[src/include/ptb_pkg.sv]
// Shared constants for the PWM timer buffer-transfer block
package ptb_pkg;
	localparam int DW = 16;
	localparam int AW = 5;
	// Register offsets (word index on the plain register port)
	localparam logic [4:0] OFS_CNT = 5'h00;
	localparam logic [4:0] OFS_CCA = 5'h01;
	localparam logic [4:0] OFS_CCB = 5'h02;
	localparam logic [4:0] OFS_CCC = 5'h03;
	localparam logic [4:0] OFS_CCD = 5'h04;
	localparam logic [4:0] OFS_CCE = 5'h05;
	localparam logic [4:0] OFS_CCF = 5'h06;
	localparam logic [4:0] OFS_PER = 5'h07;
	localparam logic [4:0] OFS_PBUF = 5'h08;
	localparam logic [4:0] OFS_PDBUF = 5'h09;
	localparam logic [4:0] OFS_ADA = 5'h0A;
	localparam logic [4:0] OFS_ADB = 5'h0B;
	localparam logic [4:0] OFS_ADBA = 5'h0C;
	localparam logic [4:0] OFS_ADBB = 5'h0D;
	localparam logic [4:0] OFS_ADDA = 5'h0E;
	localparam logic [4:0] OFS_ADDB = 5'h0F;
	localparam logic [4:0] OFS_DTU = 5'h10;
	localparam logic [4:0] OFS_DTD = 5'h11;
	localparam logic [4:0] OFS_DBU = 5'h12;
	localparam logic [4:0] OFS_DBD = 5'h13;
	localparam logic [4:0] OFS_CTRL = 5'h14;
	localparam logic [4:0] OFS_STAT = 5'h15;
	localparam logic [4:0] OFS_CCBA = 5'h16;
	localparam logic [4:0] OFS_CCBB = 5'h17;
	localparam logic [4:0] OFS_CCDA = 5'h18;
	localparam logic [4:0] OFS_CCDB = 5'h19;
	// Control register fields
	localparam int CTRL_MODE_A = 0;
	localparam int CTRL_MODE_B = 2;
	localparam int CTRL_MODE_P = 4;
	localparam int CTRL_TIM_A = 6;
	localparam int CTRL_TIM_B = 8;
	localparam int CTRL_DBL_A = 10;
	localparam int CTRL_DBL_B = 11;
	localparam int CTRL_TRI = 12;
	localparam int CTRL_RUN = 13;
	localparam logic [15:0] CTRL_RST = 16'h0000;
	// Buffer modes for compare-capture and period
	typedef enum logic [1:0] {
		PTB_BUF_NONE = 2'b00,
		PTB_BUF_SINGLE = 2'b01,
		PTB_BUF_DOUBLE = 2'b10
	} ptb_buf_t;
	// Transfer timing for the A/D trigger buffers
	typedef enum logic [1:0] {
		PTB_TRANSFER_NEVER = 2'b00,
		PTB_TRANSFER_AT_PEAK = 2'b01,
		PTB_TRANSFER_AT_VALLEY = 2'b10,
		PTB_TRANSFER_AT_PEAK_AND_VALLEY = 2'b11
	} ptb_tim_t;
endpackage

[src/hdl/ptb_buf_chain.sv]
`timescale 1ns/100ps
// Active register with buffer and double buffer, mode selected chain
module ptb_buf_chain
	import ptb_pkg::*;
#(
	parameter int W = 16
)
(
	// Clock and reset
	input wire logic clk,
	input wire logic rst,
	// Software writes
	input wire logic wr_act,
	input wire logic wr_buf,
	input wire logic wr_dbl,
	input wire logic [W-1:0] wdata,
	// Mode and transfer strobe
	input wire logic [1:0] mode,
	input wire logic xfer,
	// Stored values
	output logic [W-1:0] act_q,
	output logic [W-1:0] buf_q,
	output logic [W-1:0] dbl_q
);
	logic [W-1:0] act_r;
	logic [W-1:0] buf_r;
	logic [W-1:0] dbl_r;
	// Transfer only happens in a buffered mode
	wire logic do_buf = xfer && (mode == PTB_BUF_SINGLE || mode == PTB_BUF_DOUBLE);
	wire logic do_dbl = xfer && (mode == PTB_BUF_DOUBLE);

	// Transfer beats a same-cycle software write, so the chain never tears
	always_ff @(posedge clk or posedge rst)
	begin
		if (rst)
		begin
			act_r <= '0;
			buf_r <= '0;
			dbl_r <= '0;
		end
		else
		begin
			if (do_buf)
				act_r <= buf_r;
			else if (wr_act)
				act_r <= wdata;
			if (do_dbl)
				buf_r <= dbl_r;
			else if (wr_buf)
				buf_r <= wdata;
			if (wr_dbl)
				dbl_r <= wdata;
		end
	end

	assign act_q = act_r;
	assign buf_q = buf_r;
	assign dbl_q = dbl_r;
endmodule

[src/hdl/ptb_xfer_sel.sv]
`timescale 1ns/100ps
// Picks the A/D trigger buffer transfer moment from timing selection
module ptb_xfer_sel
	import ptb_pkg::*;
(
	// Selection
	input wire logic [1:0] timing,
	input wire logic tri_mode,
	// Count events
	input wire logic at_peak,
	input wire logic at_valley,
	input wire logic at_wrap,
	// Transfer strobe
	output logic xfer
);
	// Triangle: peak and/or valley; sawtooth: any enabled choice uses wrap
	wire logic tri_x = (timing[0] && at_peak) || (timing[1] && at_valley);
	wire logic saw_x = (timing != PTB_TRANSFER_NEVER) && at_wrap;
	assign xfer = tri_mode ? tri_x : saw_x;
endmodule

[src/hdl/ptb_top.sv]
`timescale 1ns/100ps
// Register access and buffer transfer of one PWM timer channel
module ptb_top
	import ptb_pkg::*;
(
	// Clock and reset
	input wire logic clk,
	input wire logic rst,
	// Register port
	input wire logic [ptb_pkg::AW-1:0] addr,
	input wire logic [ptb_pkg::DW-1:0] wdata,
	input wire logic wr,
	input wire logic rd,
	output logic [ptb_pkg::DW-1:0] rdata,
	// Count events from the counting logic
	input wire logic at_peak,
	input wire logic at_valley,
	input wire logic at_wrap,
	input wire logic count_step,
	input wire logic count_down,
	// Status to the rest of the timer
	output logic running,
	output logic triangle_mode,
	output logic period_end,
	output logic [ptb_pkg::DW-1:0] timer_counter_value
);
	import ptb_pkg::*;

	logic [DW-1:0] ctrl_r; // Mode and run control
	logic [DW-1:0] cnt_r; // Counter value
	logic [DW-1:0] cc_r [2:5]; // Compare-capture C..F
	logic [DW-1:0] dt_r [0:3]; // Dead-time up, down, buffer up, buffer down
	logic [DW-1:0] rdata_r; // Registered read data
	logic [DW-1:0] rd_nxt;
	logic [DW-1:0] cca, ccba, ccda, ccb, ccbb, ccdb;
	logic [DW-1:0] per, pbuf, pdbuf;
	logic [DW-1:0] ada, adba, adda, adb, adbb, addb;
	logic xfer_a, xfer_b;
	logic err_r; // Sticky: refused write seen

	// Write decode
	function automatic logic hit(input logic [AW-1:0] a, input logic [4:0] o);
		hit = (a == o);
	endfunction

	wire logic tri_m = ctrl_r[CTRL_TRI];
	wire logic run = ctrl_r[CTRL_RUN];
	// Period end is the valley in triangle modes, the wrap otherwise
	wire logic pend = tri_m ? at_valley : at_wrap;
	// Mode changes refused while counting
	wire logic ctrl_ok = !run || (wdata[CTRL_RUN] && (wdata[CTRL_RUN-1:0] == ctrl_r[CTRL_RUN-1:0]));
	wire logic wr_ctrl = wr && hit(addr, OFS_CTRL) && ctrl_ok;
	wire logic wr_cnt = wr && hit(addr, OFS_CNT) && !run;
	wire logic refused = wr && ((hit(addr, OFS_CNT) && run) || (hit(addr, OFS_CTRL) && !ctrl_ok));
	// A/D mode: single unless double flag set
	wire logic [1:0] mode_ada = ctrl_r[CTRL_DBL_A] ? PTB_BUF_DOUBLE : PTB_BUF_SINGLE;
	wire logic [1:0] mode_adb = ctrl_r[CTRL_DBL_B] ? PTB_BUF_DOUBLE : PTB_BUF_SINGLE;

	// Control register: reset clears the buffer modes; A/D chains fall back to single buffering
	always_ff @(posedge clk or posedge rst)
	begin
		if (rst)
			ctrl_r <= CTRL_RST;
		else if (wr_ctrl)
			ctrl_r <= wdata;
	end

	// Refused-write flag, set wins over status read clear
	always_ff @(posedge clk or posedge rst)
	begin
		if (rst)
			err_r <= 1'b0;
		else if (refused)
			err_r <= 1'b1;
		else if (rd && hit(addr, OFS_STAT))
			err_r <= 1'b0;
	end

	// Counter: software load when stopped, otherwise follows count steps
	always_ff @(posedge clk or posedge rst)
	begin
		if (rst)
			cnt_r <= '0;
		else if (wr_cnt)
			cnt_r <= wdata;
		else if (run && count_step)
			cnt_r <= count_down ? cnt_r - 16'h0001 : cnt_r + 16'h0001;
	end

	// Plain compare-capture and dead-time registers
	always_ff @(posedge clk or posedge rst)
	begin
		if (rst)
		begin
			for (int i = 2; i <= 5; i++)
				cc_r[i] <= '0;
			for (int j = 0; j < 4; j++)
				dt_r[j] <= '0;
		end
		else if (wr)
		begin
			if (hit(addr, OFS_CCC)) cc_r[2] <= wdata;
			if (hit(addr, OFS_CCD)) cc_r[3] <= wdata;
			if (hit(addr, OFS_CCE)) cc_r[4] <= wdata;
			if (hit(addr, OFS_CCF)) cc_r[5] <= wdata;
			if (hit(addr, OFS_DTU)) dt_r[0] <= wdata;
			if (hit(addr, OFS_DTD)) dt_r[1] <= wdata;
			if (hit(addr, OFS_DBU)) dt_r[2] <= wdata;
			if (hit(addr, OFS_DBD)) dt_r[3] <= wdata;
		end
	end

	// Compare-capture A chain, transfers at period end
	ptb_buf_chain #(.W(DW)) u_cca (
		.clk(clk), .rst(rst),
		.wr_act(wr && hit(addr, OFS_CCA)), .wr_buf(wr && hit(addr, OFS_CCBA)),
		.wr_dbl(wr && hit(addr, OFS_CCDA)), .wdata(wdata),
		.mode(ctrl_r[CTRL_MODE_A+:2]), .xfer(run && pend),
		.act_q(cca), .buf_q(ccba), .dbl_q(ccda)
	);
	// Compare-capture B chain
	ptb_buf_chain #(.W(DW)) u_ccb (
		.clk(clk), .rst(rst),
		.wr_act(wr && hit(addr, OFS_CCB)), .wr_buf(wr && hit(addr, OFS_CCBB)),
		.wr_dbl(wr && hit(addr, OFS_CCDB)), .wdata(wdata),
		.mode(ctrl_r[CTRL_MODE_B+:2]), .xfer(run && pend),
		.act_q(ccb), .buf_q(ccbb), .dbl_q(ccdb)
	);
	// Period chain with its buffer and double buffer
	ptb_buf_chain #(.W(DW)) u_per (
		.clk(clk), .rst(rst),
		.wr_act(wr && hit(addr, OFS_PER)), .wr_buf(wr && hit(addr, OFS_PBUF)),
		.wr_dbl(wr && hit(addr, OFS_PDBUF)), .wdata(wdata),
		.mode(ctrl_r[CTRL_MODE_P+:2]), .xfer(run && pend),
		.act_q(per), .buf_q(pbuf), .dbl_q(pdbuf)
	);

	// A/D transfer moments
	ptb_xfer_sel u_sel_a (
		.timing(ctrl_r[CTRL_TIM_A+:2]), .tri_mode(tri_m),
		.at_peak(at_peak), .at_valley(at_valley), .at_wrap(at_wrap), .xfer(xfer_a)
	);
	ptb_xfer_sel u_sel_b (
		.timing(ctrl_r[CTRL_TIM_B+:2]), .tri_mode(tri_m),
		.at_peak(at_peak), .at_valley(at_valley), .at_wrap(at_wrap), .xfer(xfer_b)
	);
	// A/D trigger timing chains with double buffers
	ptb_buf_chain #(.W(DW)) u_ada (
		.clk(clk), .rst(rst),
		.wr_act(wr && hit(addr, OFS_ADA)), .wr_buf(wr && hit(addr, OFS_ADBA)),
		.wr_dbl(wr && hit(addr, OFS_ADDA)), .wdata(wdata),
		.mode(mode_ada), .xfer(run && xfer_a),
		.act_q(ada), .buf_q(adba), .dbl_q(adda)
	);
	ptb_buf_chain #(.W(DW)) u_adb (
		.clk(clk), .rst(rst),
		.wr_act(wr && hit(addr, OFS_ADB)), .wr_buf(wr && hit(addr, OFS_ADBB)),
		.wr_dbl(wr && hit(addr, OFS_ADDB)), .wdata(wdata),
		.mode(mode_adb), .xfer(run && xfer_b),
		.act_q(adb), .buf_q(adbb), .dbl_q(addb)
	);

	// Read mux; unmapped addresses read zero
	always_comb
	begin
		rd_nxt = '0;
		case (addr)
			OFS_CNT: rd_nxt = cnt_r;
			OFS_CCA: rd_nxt = cca;
			OFS_CCB: rd_nxt = ccb;
			OFS_CCC: rd_nxt = cc_r[2];
			OFS_CCD: rd_nxt = cc_r[3];
			OFS_CCE: rd_nxt = cc_r[4];
			OFS_CCF: rd_nxt = cc_r[5];
			OFS_PER: rd_nxt = per;
			OFS_PBUF: rd_nxt = pbuf;
			OFS_PDBUF: rd_nxt = pdbuf;
			OFS_ADA: rd_nxt = ada;
			OFS_ADB: rd_nxt = adb;
			OFS_ADBA: rd_nxt = adba;
			OFS_ADBB: rd_nxt = adbb;
			OFS_ADDA: rd_nxt = adda;
			OFS_ADDB: rd_nxt = addb;
			OFS_DTU: rd_nxt = dt_r[0];
			OFS_DTD: rd_nxt = dt_r[1];
			OFS_DBU: rd_nxt = dt_r[2];
			OFS_DBD: rd_nxt = dt_r[3];
			OFS_CTRL: rd_nxt = ctrl_r;
			OFS_STAT: rd_nxt = {14'h0000, err_r, run};
			OFS_CCBA: rd_nxt = ccba;
			OFS_CCBB: rd_nxt = ccbb;
			OFS_CCDA: rd_nxt = ccda;
			OFS_CCDB: rd_nxt = ccdb;
			default: rd_nxt = '0;
		endcase
	end

	// Read data stands only in the cycle after the strobe
	always_ff @(posedge clk or posedge rst)
	begin
		if (rst)
			rdata_r <= '0;
		else if (rd)
			rdata_r <= rd_nxt;
		else
			rdata_r <= '0;
	end

	assign rdata = rdata_r;
	assign running = run;
	assign triangle_mode = tri_m;
	assign period_end = run && pend;
	assign timer_counter_value = cnt_r;

	// Checks
	AST_CNT_LOCK: assert property (@(posedge clk) disable iff (rst)
		(run && $past(run)) && $past(wr && hit(addr, OFS_CNT)) && !$past(count_step) |-> $stable(cnt_r))
		else $error("counter changed by write while running");
	AST_MODE_LOCK: assert property (@(posedge clk) disable iff (rst)
		$past(run) && run |-> ctrl_r[CTRL_RUN-1:0] == $past(ctrl_r[CTRL_RUN-1:0]))
		else $error("buffer mode changed while running");
	AST_NOBUF_WR: assert property (@(posedge clk) disable iff (rst)
		wr && hit(addr, OFS_PER) && ctrl_r[CTRL_MODE_P+:2] == PTB_BUF_NONE |=> per == $past(wdata))
		else $error("unbuffered period write lost");
	AST_SGL_XFER: assert property (@(posedge clk) disable iff (rst)
		run && pend && ctrl_r[CTRL_MODE_A+:2] == PTB_BUF_SINGLE |=> cca == $past(ccba))
		else $error("single buffer transfer missed");
	AST_DBL_XFER: assert property (@(posedge clk) disable iff (rst)
		run && xfer_a && ctrl_r[CTRL_DBL_A] |=> adba == $past(adda) && ada == $past(adba))
		else $error("double buffer transfer missed");
	AST_SAW_WRAP: assert property (@(posedge clk) disable iff (rst)
		!tri_m && at_wrap && ctrl_r[CTRL_TIM_B+:2] != PTB_TRANSFER_NEVER |-> xfer_b)
		else $error("sawtooth wrap transfer missing");
	AST_TRI_PEAK: assert property (@(posedge clk) disable iff (rst)
		tri_m && at_peak && !at_valley |-> xfer_a == ctrl_r[CTRL_TIM_A])
		else $error("peak transfer selection wrong");
	AST_READ: assert property (@(posedge clk) disable iff (rst)
		rd && hit(addr, OFS_DTU) |=> rdata == $past(dt_r[0]))
		else $error("read data wrong");
	AST_RESET_MODE: assert property (@(posedge clk)
		$fell(rst) |-> ctrl_r == CTRL_RST)
		else $error("modes not cleared by reset");
	COV_SGL: cover property (@(posedge clk) disable iff (rst) run && pend && ctrl_r[CTRL_MODE_A+:2] == PTB_BUF_SINGLE);
	COV_DBL: cover property (@(posedge clk) disable iff (rst) run && xfer_a && ctrl_r[CTRL_DBL_A]);
	COV_TRI: cover property (@(posedge clk) disable iff (rst) run && tri_m && at_peak);
	COV_REF: cover property (@(posedge clk) disable iff (rst) refused);
endmodule

[config.mk]
export PLATFORM = sky130hd
export DESIGN_NAME = ptb_top
export DESIGN_NICKNAME = d
export VERILOG_FILES = /design/src/include/ptb_pkg.sv /design/src/hdl/ptb_buf_chain.sv /design/src/hdl/ptb_xfer_sel.sv /design/src/hdl/ptb_top.sv
export SDC_FILE = /design/constraint.sdc
export NUM_CORES = 1
export LEC_CHECK = 0
export BUFFER_PORTS_ARGS = -buffer_cell sky130_fd_sc_hd__buf_2
export CAP_MARGIN = 40
export CORE_MARGIN = 2
export CORE_UTILIZATION = 63
export DETAILED_ROUTE_END_ITERATION = 10
export PLACE_DENSITY = 0.81
export SKIP_LAST_GASP = 1
export SLEW_MARGIN = 20
export SYNTH_ARGS = -nofsm -noshare
export SYNTH_HDL_FRONTEND = slang
export SYNTH_HIERARCHICAL = 1
export SYNTH_SLANG_ARGS = --single-unit
[constraint.sdc]
create_clock -name clk -period 5.58 [get_ports clk]
set_input_delay 0 -clock clk [delete_from_list [all_inputs] [get_ports clk]]
set_output_delay 0 -clock clk [all_outputs]
set_load 0.01 [all_outputs]
==> flow_metrics.py <==
metrics = {
    "power": {
        "combPwrFrac_pct": 25.0,
        "finalPower_mw": 10.71,
        "swShare_pct": 32.91,
        "power_leakage_nw": 10.72,
        "p_int_mw": 7.187,
        "pwr-share-clk_pct": 29.1,
        "power_density_nw_per_um2": 439.1,
        "power.switching_mw": 3.526,
        "p_seq_share_pct": 45.9,
        "ir_worst_vdd_uv": 423.0,
    },
    "cts": {
        "cts_hold_buf": 5,
        "clkSinkCount": 417,
        "cts_root_buf": "clkbuf_16",
        "path_clk_slew_ns": 0.06,
        "cts_buffers": 44,
        "clk_latency_ns": 0.58,
        "cts_buffer_depth": 3,
        "cts-htree-levels": 2,
        "cts_resized": 0,
        "cts_tree": "yes",
        "postCtsSetupRepairBufs": 0,
    },
    "worst_setup_path": {
        "path_class": "flip-flop to flip-flop",
        "startpoint_type": "flip-flop",
        "cp.required_ns": 6.02,
        "critPathArrivalTime_ns": 3.53,
        "worstPathMaxFanout": 15,
        "end_kind": "flip-flop",
    },
    "finish": {
        "area_growth_pct": 10.86,
        "reg.largest.list": "cc_r x64, dt_r x64",
        "drive_gt1_share_pct": 34.39,
        "nFillCells": 2439,
        "fin_cells": 2349,
        "fin_nets": 1909,
    },
    "grt": {
        "met3_usage_pct": 15.73,
        "use_met1_pct": 58.52,
        "grtUsageMet2_pct": 63.92,
        "grt_pass1_vias": 17590,
        "grt_pass1_wl_um": 120000,
        "grt_overflow": 0,
        "antenna_found_initial": 4,
        "grt_start_max_net_pins": 110,
        "gr-usage-all-layers_pct": 45.83,
        "busiest_layer": "met2",
    },
    "min_path": {
        "holdCritPathClass": "input pin to asynchronous set/reset pin",
    },
    "drt": {
        "remaining_drc_errors": 0,
        "viasPerCell": 7.460,
        "drtIter0Drc": 2909,
        "wl_per_cell_um": 35.13,
        "wl_um": 82510,
        "drt_pre_antenna_iters": 9,
        "drtAntennaViolNets": 0,
        "vias": 17520,
    },
    "yosys": {
        "yosysTopAreaCell": "dfrtp_1",
        "syn_area_um2": 22010,
        "yosys_warnings": 6,
        "syn_avg_cell_area_um2": 12.12,
        "mappedNetlistNets": 1866,
        "synth_ff_type": "dfrtp_1",
        "ys_ff_latch": 417,
        "synth_top_area_share_pct": 47.42,
        "synth_cells": 1816,
        "synth_area_leaders": "dfrtp_1, mux2_2, mux2_4",
        "synth_seq_area_share_pct": 47.42,
        "synth-edff-count": 0,
        "synthTopCellsByCount": "dfrtp_1, mux2_2, a22oi_1",
        "synth_most_common_cell": "dfrtp_1",
        "async_reset_ff_share_pct": 100.0,
        "yosysUniqueCellTypes": 74,
    },
    "placed_design": {
        "gp_congestion": 1.066,
        "pre_cts_ws_ns": 2.544,
        "io_buffers": 64,
        "post-place-cells": 2250,
        "hpwlAfterDp_um": 54580,
    },
    "timing": {
        "fin_crit_sh_pct": 55.35,
        "slew_headroom_pct": 31.19,
        "tightest_slew_ns": 1.028,
        "rsz0062_at_grt": "no",
        "skew_ns": 0.02113,
        "worst_slack_ns": 2.491,
        "min_period_ns": 3.089,
        "holdWs_ns": 0.01174,
        "max_freq_mhz": 323.8,
        "tns_ns": 0,
        "drv_slew": 0,
        "hold_viol": 0,
        "setup_viol_count_final": 0,
    },
    "job": {
        "drv_cap": 0,
    },
    "die": {
        "rows": 68,
        "die_h_um": 190.9,
        "fp.dieW_um": 190.9,
        "die-area_um2": 36440,
        "core_um2": 34460,
        "start_util_pct": 63.87,
        "io_pins": 65,
    },
    "outcome": {
        "outcome": "complete, no violations",
    },
}
-- routing by layer --
metal	routed length [um]	share of wire [%]
met5	72	0.087
met4	7750	9.4
met3	10850	13
met1	30010	36
met2	33830	41
-- kinds of logic (layout without fill, tap and decap cells) --
family,Yosys count,in the layout,synth area share [%]
adders and majority gates,20,20,1.171
xor gates and xnor gates,25,25,0.9949
DFF,417,417,47.42
other,0,1,0
buffers and inverters,163,240,4.577
muxes,484,484,25.91
AOI/OAI and AO/OA,378,378,11.80
and+or+nand+nor,329,329,8.130
-- through the flow --
stage | utilization, % | instance area, um2
finish | 70.81 | 24400
global route | 70.80 | 24400
CTS | 70.35 | 24240
detailed placement | 65.78 | 22670
global placement | 64.85 | 22350
floorplan | - | 22010
-- final cells by class --
cell class                      instances  area [um2]  share of cell area, %
Tap cell                              455       569.3                  2.333
Sequential cell                       417       10440                  42.77
Antenna cell                            1       2.502                0.01026
Inverter                               20       82.58                 0.3385
Clock buffer                           64        1329                  5.446
Clock inverter                         16       193.9                 0.7949
Timing Repair Buffer                  140        1131                  4.636
Multi-Input combinational cell       1236       10660                  43.67
-- worst max-delay path: stages, from the launching register on --
cell,delay (ns)
dfrtp_1,0.57
xor2_1,0.23
nor4_1,0.72
nand4_1,0.31
a21oi_4,0.71
mux2_2,0.42
-- path summary, 6_finish.rpt --
| check | from | to | slack [ns] | cells past startpoint |
|---|---|---|---|---|
| worst min-delay path | rst | dt_r[18]$_DFFE_PP0P_ | 0.01 | 3 |
| worst min register to register | cc_r[48]$_DFFE_PP0P_ | cc_r[48]$_DFFE_PP0P_ | 0.49 | 2 |
| worst max-delay path | ctrl_r[5]$_DFFE_PP0P_ | ctrl_r[5]$_DFFE_PP0P_ | 2.49 | 5 |
| worst max register to register | ctrl_r[5]$_DFFE_PP0P_ | ctrl_r[5]$_DFFE_PP0P_ | 2.49 | 5 |
| min in group clk | wdata[3] | u_ada/buf_q[3]$_DFFE_PP0P_ | 0.02 | 4 |
| max in group asynchronous | rst | cc_r[23]$_DFFE_PP0P_ | 4.70 | 5 |
-- power groups by stage --
stage	clock network (mW)	logic, mW	registers, mW
6_report	3.12	2.68	4.91
5_1_grt	3.23	2.86	4.95
3_3_place_gp	0	2.42	4.84
2_1_floorplan	0	1.99	4.43
3_5_place_dp	0	2.57	4.87
4_1_cts	3.11	2.59	4.84
-- cell usage in the layout, fill, tap and decap left out, types with 9 or more instances in the layout --
master,n
a21oi_1,28
a221oi_1,11
a22o_1,12
a22oi_1,129
a31oi_1,15
and2_1,9
buf_2,64
buf_4,45
buf_8,10
clkbuf_16,46
clkbuf_8,11
clkinv_2,10
dfrtp_1,417
ha_1,19
inv_1,14
mux2_2,279
mux2_4,100
mux2i_1,99
nand2_1,61
nand2b_1,9
nand3_1,91
nand4_1,20
nor2_1,38
nor2_2,11
nor3_1,18
nor3_2,13
o21ai_0,105
xnor2_1,15
xor2_1,10
No activity file was read; power rests on OpenSTA's default activity.
